### config.mk
export PLATFORM = sky130hd
export DESIGN_NAME = power_sequence_sleep_control
export DESIGN_NICKNAME = d
export VERILOG_FILES = /design/src/pseq_pkg.sv /design/src/power_sequence_sleep_control.sv
export VERILOG_INCLUDE_DIRS = /design/src
export SDC_FILE = /design/constraint.sdc
export NUM_CORES = 1
export LEC_CHECK = 0
export BUFFER_PORTS_ARGS = -buffer_cell sky130_fd_sc_hd__buf_4
export CORE_MARGIN = 8
export CORE_UTILIZATION = 34
export DETAILED_ROUTE_END_ITERATION = 16
export PLACE_DENSITY_LB_ADDON = 0.25
export SETUP_SLACK_MARGIN = 0.5
export SYNTH_ARGS = -nofsm -noshare
export SYNTH_HDL_FRONTEND = slang
export SYNTH_SLANG_ARGS = --single-unit
### constraint.sdc
create_clock -name pclk -period 5.5 [get_ports pclk]
set_clock_uncertainty 0.2 [all_clocks]
set_input_delay 0.55 -clock pclk [delete_from_list [all_inputs] [get_ports pclk]]
set_output_delay 0.55 -clock pclk [all_outputs]
set_load 0.005 [all_outputs]
### src/pseq_map.svh
// Register offsets, field positions, reset values and timing counts
`ifndef PSEQ_MAP_SVH
`define PSEQ_MAP_SVH
`define CONVERTER_CTRL_ONE 12'h000
`define CONVERTER_CTRL_TWO 12'h004
`define CHARGER_CONFIG 12'h008
`define IRQ_PENDING 12'h00c
`define IRQ_MASK 12'h010
`define STATUS_REG 12'h014
`define SLEEP_ENABLE_POS 0
`define SLEEP_CORE_OFF_POS 2
`define SLEEP_VSEL_LO 0
`define SLEEP_VSEL_HI 1
`define WAIT_ALLOW_POS 7
`define IRQ_BUTTON_POS 0
`define IRQ_COVER_POS 1
`define CTRL_ONE_RESET 8'h00
`define CTRL_TWO_RESET 8'h00
`define CHARGER_RESET 8'h00
`define MASK_RESET 8'h03
`define CLK_HZ 10000000
`define POR_SHORT_MS 100
`define POR_LONG_MS 1000
`define POR_SHORT_CYC ((`CLK_HZ / 1000) * `POR_SHORT_MS)
`define POR_LONG_CYC ((`CLK_HZ / 1000) * `POR_LONG_MS)
`define DEBOUNCE_CYC 1000
`define VSEL_CORE_1V5 2'h0
`define VSEL_CORE_1V8 2'h1
`define VSEL_MAIN_3V0 1'b0
`define VSEL_MAIN_3V3 1'b1
`endif

### src/pseq_pkg.sv
// Types shared by the power sequencer
package pseq_pkg;
	typedef enum logic [2:0] {
		st_off, st_ramp_first, st_ramp_second, st_on, st_sleep, st_wait
	} seq_state_t;
	typedef struct packed {
		logic core_en;
		logic main_en;
		logic [1:0] core_vsel;
		logic main_vsel;
		logic ldo_reduced;
	} rail_ctrl_t;
endpackage

### src/power_sequence_sleep_control.sv
// Power sequencing, sleep control and pin supervision with APB registers
// Operation
// - order select picks first-up converter; both go down together
// - core default 1.5 V or 1.8 V strap
// - main default 3.0 V or 3.3 V strap
// - sleep pin ignored while enable bit clear
// - sleep entry on rising edge of AND
// - sleep drives core to preset sleep voltage
// - core off bit disables core in sleep
// - four events end the sleep state
// - sleep pin enters wait; supply needs allow
// - wake button restores pre-sleep core setting
// - button, restart and cover are debounced
// - button activation raises maskable interrupt
// - restart asserts processor reset if core good
// - restart changes no register setting, besides leaving sleep or wait
// - cover high present, low removed
// - cover low raises interrupt, power fail low
// - cover low shuts converters, ldos reduced
// - poweron reset after main good plus delay
// - processor reset held while poweron reset low
`timescale 1ns/1ps
`include "pseq_map.svh"
module power_sequence_sleep_control #(
	parameter int DEBOUNCE_CYCLES = `DEBOUNCE_CYC,
	parameter int POR_SHORT_CYCLES = `POR_SHORT_CYC,
	parameter int POR_LONG_CYCLES = `POR_LONG_CYC
) (
	input wire logic pclk,
	input wire logic presetn,
	input wire logic psel,
	input wire logic penable,
	input wire logic pwrite,
	input wire logic [11:0] paddr,
	input wire logic [31:0] pwdata,
	output logic [31:0] prdata,
	output logic pready,
	output logic pslverr,
	input wire logic sequence_order_select,
	input wire logic core_default_select,
	input wire logic main_default_select,
	input wire logic poweron_delay_select,
	input wire logic sleep_request_pin,
	input wire logic pushbutton_wake,
	input wire logic warm_restart_n,
	input wire logic cover_present,
	input wire logic supply_present,
	input wire logic core_good,
	input wire logic main_good,
	output pseq_pkg::rail_ctrl_t rails,
	output logic poweron_reset_n,
	output logic processor_reset_n,
	output logic power_fail_n,
	output logic irq
);
	localparam int PIN_N = 10;
	logic [PIN_N-1:0] sync_a;
	logic [PIN_N-1:0] sync_b;
	logic [2:0] deb;
	logic [2:0] deb_prev;
	logic [7:0] ctrl_one;
	logic [7:0] ctrl_two;
	logic [7:0] charger_config;
	logic [1:0] irq_pending;
	logic [1:0] irq_mask;
	logic [1:0] saved_vsel;
	logic [1:0] core_vsel;
	logic main_vsel;
	logic straps_taken;
	logic [1:0] strap_wait;
	logic sleep_and_prev;
	logic [31:0] por_count;
	logic por_done;
	pseq_pkg::seq_state_t state;
	logic [1:0] step;
	logic s_seq, s_sleep, s_core_good, s_main_good, s_supply;
	logic button_rise, restart_fall, cover_fall;
	logic sleep_and, sleep_rise;
	logic wr, rd;
	logic first_core;

	// Two-flop synchronisers on every pin input except the delay select
	// Order and default straps pass them too; the delay select pin is read raw
	// Bit 9 main strap, bit 0 core strap
	always_ff @(posedge pclk or negedge presetn) begin
		if (!presetn) begin
			sync_a <= '0;
			sync_b <= '0;
		end else begin
			sync_a <= {main_default_select,
				sequence_order_select, sleep_request_pin, core_good,
				main_good, supply_present, pushbutton_wake, warm_restart_n,
				cover_present, core_default_select};
			sync_b <= sync_a;
		end
	end
	assign s_seq = sync_b[8];
	assign s_sleep = sync_b[7];
	assign s_core_good = sync_b[6];
	assign s_main_good = sync_b[5];
	assign s_supply = sync_b[4];

	// Debounce filters: button, restart, cover
	generate
		for (genvar i = 0; i < 3; i++) begin : g_deb
			logic [15:0] cnt;
			logic raw;
			assign raw = sync_b[3-i];
			always_ff @(posedge pclk or negedge presetn) begin
				if (!presetn) begin
					cnt <= '0;
					deb[i] <= (i != 0);
					deb_prev[i] <= (i != 0);
				end else begin
					deb_prev[i] <= deb[i];
					if (raw == deb[i]) begin
						cnt <= '0;
					end else if (cnt == 16'(DEBOUNCE_CYCLES - 1)) begin
						cnt <= '0;
						deb[i] <= raw;
					end else begin
						cnt <= cnt + 16'h0001;
					end
				end
			end
		end
	endgenerate
	assign button_rise = deb[0] & ~deb_prev[0];
	assign restart_fall = ~deb[1] & deb_prev[1];
	assign cover_fall = ~deb[2] & deb_prev[2];

	// Straps caught once after reset release
	// Capture waits two edges so the synchroniser holds the strap level
	// Until then the sequencer stays off
	always_ff @(posedge pclk or negedge presetn) begin
		if (!presetn) begin
			straps_taken <= 1'b0;
			strap_wait <= 2'h0;
			main_vsel <= `VSEL_MAIN_3V0;
		end else if (!straps_taken) begin
			if (strap_wait == 2'h2) begin
				straps_taken <= 1'b1;
				main_vsel <= sync_b[9] ? `VSEL_MAIN_3V3
					: `VSEL_MAIN_3V0;
			end else begin
				strap_wait <= strap_wait + 2'h1;
			end
		end
	end

	// APB access decode, zero wait states
	assign wr = psel & penable & pwrite;
	assign rd = psel & ~pwrite;
	assign pready = 1'b1;
	assign pslverr = 1'b0;

	// Software registers
	always_ff @(posedge pclk or negedge presetn) begin
		if (!presetn) begin
			ctrl_one <= `CTRL_ONE_RESET;
			ctrl_two <= `CTRL_TWO_RESET;
			charger_config <= `CHARGER_RESET;
			irq_mask <= 2'(`MASK_RESET);
		end else if (wr) begin
			unique case (paddr)
				`CONVERTER_CTRL_ONE: ctrl_one <= pwdata[7:0];
				`CONVERTER_CTRL_TWO: ctrl_two <= pwdata[7:0];
				`CHARGER_CONFIG: charger_config <= pwdata[7:0];
				`IRQ_MASK: irq_mask <= pwdata[1:0];
				default: ;
			endcase
		end
	end

	// Sticky pending flags, set wins over write-one clear
	always_ff @(posedge pclk or negedge presetn) begin
		if (!presetn) begin
			irq_pending <= '0;
		end else begin
			irq_pending <= (irq_pending
				& ~((wr && paddr == `IRQ_PENDING) ? pwdata[1:0] : 2'b00))
				| {cover_fall, button_rise};
		end
	end
	assign irq = |(irq_pending & ~irq_mask);

	// Read data register
	always_ff @(posedge pclk or negedge presetn) begin
		if (!presetn) begin
			prdata <= '0;
		end else if (rd && !penable) begin
			unique case (paddr)
				`CONVERTER_CTRL_ONE: prdata <= {24'h0, ctrl_one};
				`CONVERTER_CTRL_TWO: prdata <= {24'h0, ctrl_two};
				`CHARGER_CONFIG: prdata <= {24'h0, charger_config};
				`IRQ_PENDING: prdata <= {30'h0, irq_pending};
				`IRQ_MASK: prdata <= {30'h0, irq_mask};
				`STATUS_REG: prdata <= {21'h0, deb, 5'h0, state};
				default: prdata <= '0;
			endcase
		end
	end

	// Sleep request edge of pin AND enable bit
	assign sleep_and = s_sleep & ctrl_one[`SLEEP_ENABLE_POS];
	assign sleep_rise = sleep_and & ~sleep_and_prev;
	always_ff @(posedge pclk or negedge presetn) begin
		if (!presetn) begin
			sleep_and_prev <= 1'b0;
		end else begin
			sleep_and_prev <= sleep_and;
		end
	end

	// Power state machine
	// Off waits for a debounced cover and captured straps
	// Ramp states give one cycle per converter in the chosen order
	// Sleep or wait is picked by control one bit 1 on a fresh edge
	// Cover removal overrides the on and sleep states
	always_ff @(posedge pclk or negedge presetn) begin
		if (!presetn) begin
			state <= pseq_pkg::st_off;
			step <= 2'h0;
		end else begin
			unique case (state)
				pseq_pkg::st_off: if (deb[2] && straps_taken)
					state <= pseq_pkg::st_ramp_first;
				pseq_pkg::st_ramp_first: state <= pseq_pkg::st_ramp_second;
				pseq_pkg::st_ramp_second: state <= pseq_pkg::st_on;
				pseq_pkg::st_on: begin
					if (!deb[2]) begin
						state <= pseq_pkg::st_off;
					end else if (sleep_rise) begin
						// Wait entry needs allow bit when a supply is present
						if (!ctrl_one[1] && (!s_supply
							|| charger_config[`WAIT_ALLOW_POS])) begin
							state <= pseq_pkg::st_wait;
						end else if (ctrl_one[1]) begin
							state <= pseq_pkg::st_sleep;
						end
					end
				end
				pseq_pkg::st_sleep: begin
					if (!deb[2]) begin
						state <= pseq_pkg::st_off;
					end else if (!sleep_and || button_rise || restart_fall) begin
						state <= pseq_pkg::st_on;
					end
				end
				pseq_pkg::st_wait: if (button_rise || restart_fall)
					state <= pseq_pkg::st_ramp_first;
				default: state <= pseq_pkg::st_off;
			endcase
			step <= 2'h0;
		end
	end

	// Core voltage select: saved on sleep entry, restored on exit to on
	always_ff @(posedge pclk or negedge presetn) begin
		if (!presetn) begin
			saved_vsel <= `VSEL_CORE_1V5;
			core_vsel <= `VSEL_CORE_1V5;
		end else if (!straps_taken) begin
			core_vsel <= sync_b[0] ? `VSEL_CORE_1V8
				: `VSEL_CORE_1V5;
		end else if (state == pseq_pkg::st_on && sleep_rise
				&& ctrl_one[1]) begin
			saved_vsel <= core_vsel;
			core_vsel <= ctrl_two[`SLEEP_VSEL_HI:`SLEEP_VSEL_LO];
		end else if (state == pseq_pkg::st_sleep && deb[2]
				&& (!sleep_and || button_rise || restart_fall)) begin
			core_vsel <= saved_vsel;
		end
	end

	// Rail enables follow the state and the order select
	assign first_core = ~s_seq;
	always_comb begin
		rails.core_vsel = core_vsel;
		rails.main_vsel = main_vsel;
		rails.ldo_reduced = ~deb[2] | (state == pseq_pkg::st_sleep);
		unique case (state)
			pseq_pkg::st_ramp_first: begin
				rails.core_en = first_core;
				rails.main_en = ~first_core;
			end
			pseq_pkg::st_ramp_second, pseq_pkg::st_on: begin
				rails.core_en = 1'b1;
				rails.main_en = 1'b1;
			end
			pseq_pkg::st_sleep: begin
				rails.core_en = ~ctrl_two[`SLEEP_CORE_OFF_POS];
				rails.main_en = 1'b1;
			end
			default: begin
				rails.core_en = 1'b0;
				rails.main_en = 1'b0;
			end
		endcase
	end

	// Power-on reset timer after main rail good
	// Restarts from zero whenever the main rail drops or is disabled
	// Delay length picked by the delay select pin at each count
	always_ff @(posedge pclk or negedge presetn) begin
		if (!presetn) begin
			por_count <= '0;
			por_done <= 1'b0;
		end else if (!s_main_good || !rails.main_en) begin
			por_count <= '0;
			por_done <= 1'b0;
		end else if (!por_done) begin
			if (por_count == 32'((poweron_delay_select ? POR_LONG_CYCLES
				: POR_SHORT_CYCLES) - 1)) begin
				por_done <= 1'b1;
			end else begin
				por_count <= por_count + 32'h1;
			end
		end
	end

	// Reset and fail outputs
	// Restart resets the processor only while the core rail is good
	// Everything stays low until the power-on timer has run out
	always_ff @(posedge pclk or negedge presetn) begin
		if (!presetn) begin
			poweron_reset_n <= 1'b0;
			processor_reset_n <= 1'b0;
			power_fail_n <= 1'b0;
		end else begin
			poweron_reset_n <= por_done;
			processor_reset_n <= por_done
				& ~(~deb[1] & s_core_good);
			power_fail_n <= por_done & deb[2];
		end
	end
endmodule // power_sequence_sleep_control

==> flow_metrics.tcl, run 1 <==
set metrics [dict create \
    status "completed" \
    worst-r2r-setup-slack_ps 3140 \
    start_kind "input pin" \
    power_leakage_uw 0.00395 \
    rsz0062_at_grt "false" \
    worst-path-stages 6 \
    yosysTopAreaCell "dfrtp_1" \
    drcViolationCount 0 \
    dpl_cell_area_um2 8260 \
    synth_cell_types 59 \
    cp_top_family "simple AND/OR/NAND/NOR gates" \
    grt_start_max_net_pins 62 \
    maxCapViolations 0 \
    syn_to_final_growth_pct 16.2 \
    setup_viol 0 \
    synth-edff-count 0 \
    cts-resized-gates 0 \
    io_buffer_count 56 \
    end_kind "flip-flop" \
    antennaDiodeCount 0 \
    die_x_um 166 \
    synth_top_area_share_pct 50.6 \
    crit_buf_inv 1 \
    drive_gt1_share_pct 18.6 \
    period_minus_slack_ps 2410 \
    cp_slowest_cell "or3_1" \
    r2r-end "g_deb[0].cnt[13]$_DFF_PN0_" \
    ys.flop_type "dfrtp_1" \
    relSlewSlack_pct 39.8 \
    period_share_pct 43.9 \
    antenna_found_initial 0 \
    routed_wl_um 16100 \
    power.density_nw_per_um2 286 \
    ios 104 \
    wl_per_cell_um 15.0 \
    avgSynthCellArea_um2 10.5 \
    clk_latency_ps 430 \
    slowest_delay_ps 590 \
    stdcell_area_um2 8900 \
    rows 55 \
    route.vias.total 5329 \
    async_flop_share_pct 100 \
    worst_pin_slew_ps 897 \
    antenna_left 0 \
    grt_pass1_vias 5364 \
    clk_path_buf_depth 2 \
    yosysWarningCount 0 \
    hold_path_end "sync_a[5]$_DFF_PN0_" \
    hold_depth 1 \
    final_util_pct 39.8 \
    min_from "main_good" \
    grt_pass1_wl_um 27900 \
    hold_viol_final 0 \
    multi_input_area_um2 3350 \
    dpl.hpwl_um 10900 \
    cp_max_fo 8 \
    cp.required_ps 5610 \
    worstPathArrival_ps 2520 \
    htree_levels 4 \
    seq_area_frac_synth_pct 52.7 \
    irDropWorstVdd_v 0.000162 \
    viasPerCell 4.96 \
    gp_congestion 0.761 \
    root_buffer "clkbuf_16" \
    final.setup.tns_ps 0 \
    core_region_area_um2 22400 \
    whs_ps 21.8 \
    die_height_um 166 \
    dr.pass1.iters 4 \
    crit_type "in2reg" \
    fmaxAchievable_ghz 0.414 \
    cts-buffers-inserted 17 \
    cts_tree "yes" \
    finalMaxSlewViolations 0 \
    cts.clk_slew.worst_paths_ps 70 \
    crit-reg2reg-launch "g_deb[0].cnt[12]$_DFF_PN0_" \
    final_cells 1075 \
    regArea_um2 4040 \
    fin_nets 842 \
    drt_iter0_drc 284 \
    grt_overflow 0 \
    initial_core_util_pct 34.3 \
    grt_usage_pct 12.4 \
    post_cts_buffers 0 \
    syn-cell-area_um2 7660 \
    nFillCells 2154 \
    placed_cells 1042 \
    syn_inst 729 \
    synthTopCellsByArea "dfrtp_1, nor2_1, mux2_2" \
    hold_path_class "in2reg" \
    die-area_um2 27600 \
    reg2reg_depth 4 \
    ys_ff_latch 161 \
    cts.sinks 161 \
    crit_chain "buf_4 > nor4_4 > nand4b_4 > or2_4 > or3_1 > mux2_4" \
]
power breakdown:
part           leakage, µW  internal (µW)  total (µW)  switching (µW)
sequential         0.00215           1200        1210            8.01
combinational      0.00149           31.3        88.2            56.9
clock             0.000310            765        1260             491
worst register-to-register path, cell delays in order (launching register included):
cell and delay (ps):
dfrtp_1 420, or4_1 530, nor4_1 380, nand2b_1 570
nor2_1 120
worst max-delay path by stage:
stage | startpoint | slack (ps) | end
after detailed placement | paddr[9] | 2620 | ctrl_one[3]$_DFFE_PN0P_
after global routing | g_deb[0].cnt[12]$_DFF_PN0_ | 2930 | g_deb[0].cnt[14]$_DFF_PN0_
final | paddr[9] | 3090 | ctrl_one[0]$_DFFE_PN0P_
after global placement | paddr[9] | 2630 | ctrl_one[4]$_DFFE_PN0P_
after CTS | paddr[9] | 3080 | ctrl_one[0]$_DFFE_PN0P_
after floorplan | paddr[9] | 3110 | ctrl_one[0]$_DFFE_PN0P_
kinds of logic (layout without fill, tap and decap cells):
group	count (synthesis)	count (layout)	share of synthesized area, %
compound gates	77	77	6.24
buf+inv	70	110	4.87
fa+ha+maj	5	5	0.816
xor+xnor	61	61	6.97
simple gates	308	308	21.4
flops	161	161	52.7
mux	45	45	6.97
other cells	2	23	0.0980
synthesized netlist by cell type, drive strengths merged, types with 12 or more instances:
cell	count
dfrtp	155
nor2	93
xor2	31
nand2	58
o21ai	20
mux2	33
buf	35
a21oi	23
xnor2	30
nor4	12
nand3	35
nor3	13
or3	13
clkbuf	18
inv	17
nand4	21
timing repair:
action	CTS	global route
endpoints found under the setup margin	0	0
endpoints found under the hold margin	47	0
hold buffers	1	0
through the flow:
stage / worst slack, ps / power (µW)
floorplan: 3110 / 1270
global placement: 2630 / 1320
detailed placement: 2620 / 1320
CTS: 3080 / 2590
global route: 2930 / 2640
finish: 3090 / 2550
cells in the final DEF, fill, tap and decap left out, types with 17 or more instances in the layout:
cell type  instances
dfrtp_1          155
nor2_1            93
buf_4             59
nand2_1           58
nand3_1           35
xor2_1            31
xnor2_1           30
mux2_2            25
a21oi_1           23
conb_1            23
nand4_1           21
o21ai_0           20
inv_1             17
clkbuf_16         17
layer usage:
metal	track usage (%)	share of wire (%)	up-vias
li1	-	-	2602
met1	17.1	50	2610
met2	18.2	45	97
met3	2.97	3.8	20
met4	5.10	2.0	0
met5	0	0	-
registers in the layout, indices dropped and copies added (netlist names), 8 cells and up:
register	count
ctrl_two	8
ctrl_one	8
por_count	32
charger_config	8
sync_b	10
g_deb.cnt	48
prdata	11
sync_a	10
cell type report:
| type | count | share of cell area, % |
|---|---|---|
| Timing Repair Buffer | 61 | 5.21 |
| Clock buffer | 21 | 5.40 |
| Sequential cell | 161 | 45.3 |
| Inverter | 17 | 0.717 |
| Tap cell | 285 | 4.01 |
| Clock inverter | 11 | 1.70 |
| Multi-Input combinational cell | 519 | 37.6 |
Power figures use the tool's default switching activity.
==> inputs of run 2 (changes only) <==
- clock period: 5.5 -> 2.35 ns (I/O delays scaled with it)
==> run 2 against run 1 <==
Against the previous run:
- final cell count increased by 9.1%
- total power increased by 140%
- hold slack improved by 23 ps
- combinational power increased to 3.2 times the previous value
- utilization increased by 6.3 points
- count of clock-buffer cells in the layout increased by 2
- first-iteration DRC count decreased by 12%
- die area unchanged
- critical path depth increased by 1
- largest cell class unchanged
- clock power increased by 140%
==> flow_metrics.tcl, run 2 (same netlist as run 1, synthesis figures left out) <==
set metrics [dict create \
    grtUsageMet3_pct 2.88 \
    crit_type "reg2reg" \
    die_height_um 166 \
    final_util_pct 46.1 \
    syn_to_final_growth_pct 34.6 \
    clk_path_buf_depth 2 \
    power.density_nw_per_um2 592 \
    core_region_area_um2 22400 \
    finalMaxSlewViolations 0 \
    die-area_um2 27600 \
    cp.required_ps 2500 \
    final.setup.tns_ps 0 \
    grt_pass1_wl_um 30000 \
    final_common_cell "dfrtp_1" \
    routed_wl_um 18200 \
    cp_max_fo 3 \
    final_cells 1173 \
    hold_viol_final 0 \
    gp_congestion 0.790 \
    largest_register_ff_count 48 \
    drcViolationCount 0 \
    power.total_uw 6110 \
    status "completed" \
    rsz0062_at_grt "true" \
    relSlewSlack_pct 63.0 \
    hold_path_class "in2reg" \
    start_kind "flip-flop" \
    antenna_left 0 \
    period_minus_slack_ps 2130 \
    setup_viol 0 \
    rows 55 \
    grt_start_max_net_pins 54 \
    worst_pin_slew_ps 551 \
    cts.sinks 161 \
    io_buffer_count 56 \
    end_kind "flip-flop" \
    stdcell_area_um2 10300 \
    die_x_um 166 \
    reg_top3 "g_deb.cnt (48), por_count (32), prdata (11)" \
    r2r-end "por_count[12]$_DFFE_PN0P_" \
    antennaDiodeCount 0 \
    grt_usage_pct 13.2 \
    grt_overflow 0 \
    drt_iter0_drc 249 \
    fmaxAchievable_ghz 0.469 \
    wl_per_cell_um 15.5 \
    maxCapViolations 0 \
    root_buffer "clkbuf_16" \
    mostFrequentLayoutCells "dfrtp_1, buf_4, nor2_1" \
    irDropWorstVdd_v 0.000388 \
    grt_pass1_vias 5811 \
    startpoint "por_count[0]$_DFFE_PN0P_" \
    dpl_cell_area_um2 8560 \
    busiest_layer "met2" \
    met2_usage_pct 21.5 \
    worstPathArrival_ps 2280 \
    drive_gt1_share_pct 35.0 \
    dpl.hpwl_um 11700 \
    period_share_pct 90.7 \
    power_leakage_uw 0.00457 \
    initial_core_util_pct 34.3 \
    reg2reg_depth 7 \
    clk_latency_ps 420 \
    viasPerCell 4.96 \
    use_met1_pct 17.1 \
    regMostFlops "g_deb.cnt" \
    htree_levels 4 \
    placed_cells 1065 \
    crit-reg2reg-launch "por_count[0]$_DFFE_PN0P_" \
    dr.pass1.iters 7 \
    cts.clk_slew.worst_paths_ps 60 \
    antenna_found_initial 0 \
    worst-r2r-setup-slack_ps 220 \
    cp-endpoint "por_count[12]$_DFFE_PN0P_" \
    cts-buffers-inserted 17 \
    cts_tree "yes" \
    route.vias.total 5819 \
    fin_nets 940 \
    ios 104 \
]
## run 2: final cells by class
cell class                      count  area, µm²
Clock inverter                      9        153
Timing Repair Buffer              157       1330
Tap cell                          285        357
Sequential cell                   161       4060
Inverter                           17       67.6
Clock buffer                       23        488
Multi-Input combinational cell    521       3870
Fill cell                        2052      12000
## run 2: worst max-delay path: stages, from the launching register on
cell and delay [ps]:
dfrtp_1 370, ha_2 190, and3_4 210, nand4_1 160, buf_4 190, or3_1 310
or3_1 330, a21oi_2 110
## run 2: worst min-delay path by stage
stage                         from                       endpoint  slack [ps]  cells past startpoint
final                     paddr[3]       irq_pending[1]$_DFF_PN0_          50                      4
after global routing        pwrite          prdata[0]$_DFFE_PN0P_          60                      3
after CTS                 paddr[3]       irq_pending[1]$_DFF_PN0_          20                      4
after detailed placement   presetn      por_count[19]$_DFFE_PN0P_          50                      1
after floorplan            presetn  charger_config[0]$_DFFE_PN0P_        -260                      0
after global placement     presetn      por_count[19]$_DFFE_PN0P_          50                      1
## run 2: timing repair
item / in CTS / in global routing
hold buffers: 19 / 0
pin swaps: 42 / 33
setup endpoints to repair: 88 / 98
buffers inserted: 26 / 26
hold endpoints to repair: 87 / 0
cloned: 2 / 3
gates resized for setup: 63 / 69
## run 2: stage by stage
stage          worst slack [ps]  hold WS, ps
4_1_cts                     226         17.6
3_3_place_gp                110         48.9
2_1_floorplan               280         -261
6_report                    219         45.0
5_1_grt                     115         59.7
3_5_place_dp               95.0         47.4
## run 2: report_power, final
group          internal, µW  switching, µW
registers              2800           22.4
clock network          1890           1110
logic                   121            161
total                  4820           1290
## run 2: per-layer routing
layer	up-vias	share of wire [%]
met5	-	0
met3	22	3.0
met4	0	1.3
met2	98	48
met1	2906	47
li1	2793	-
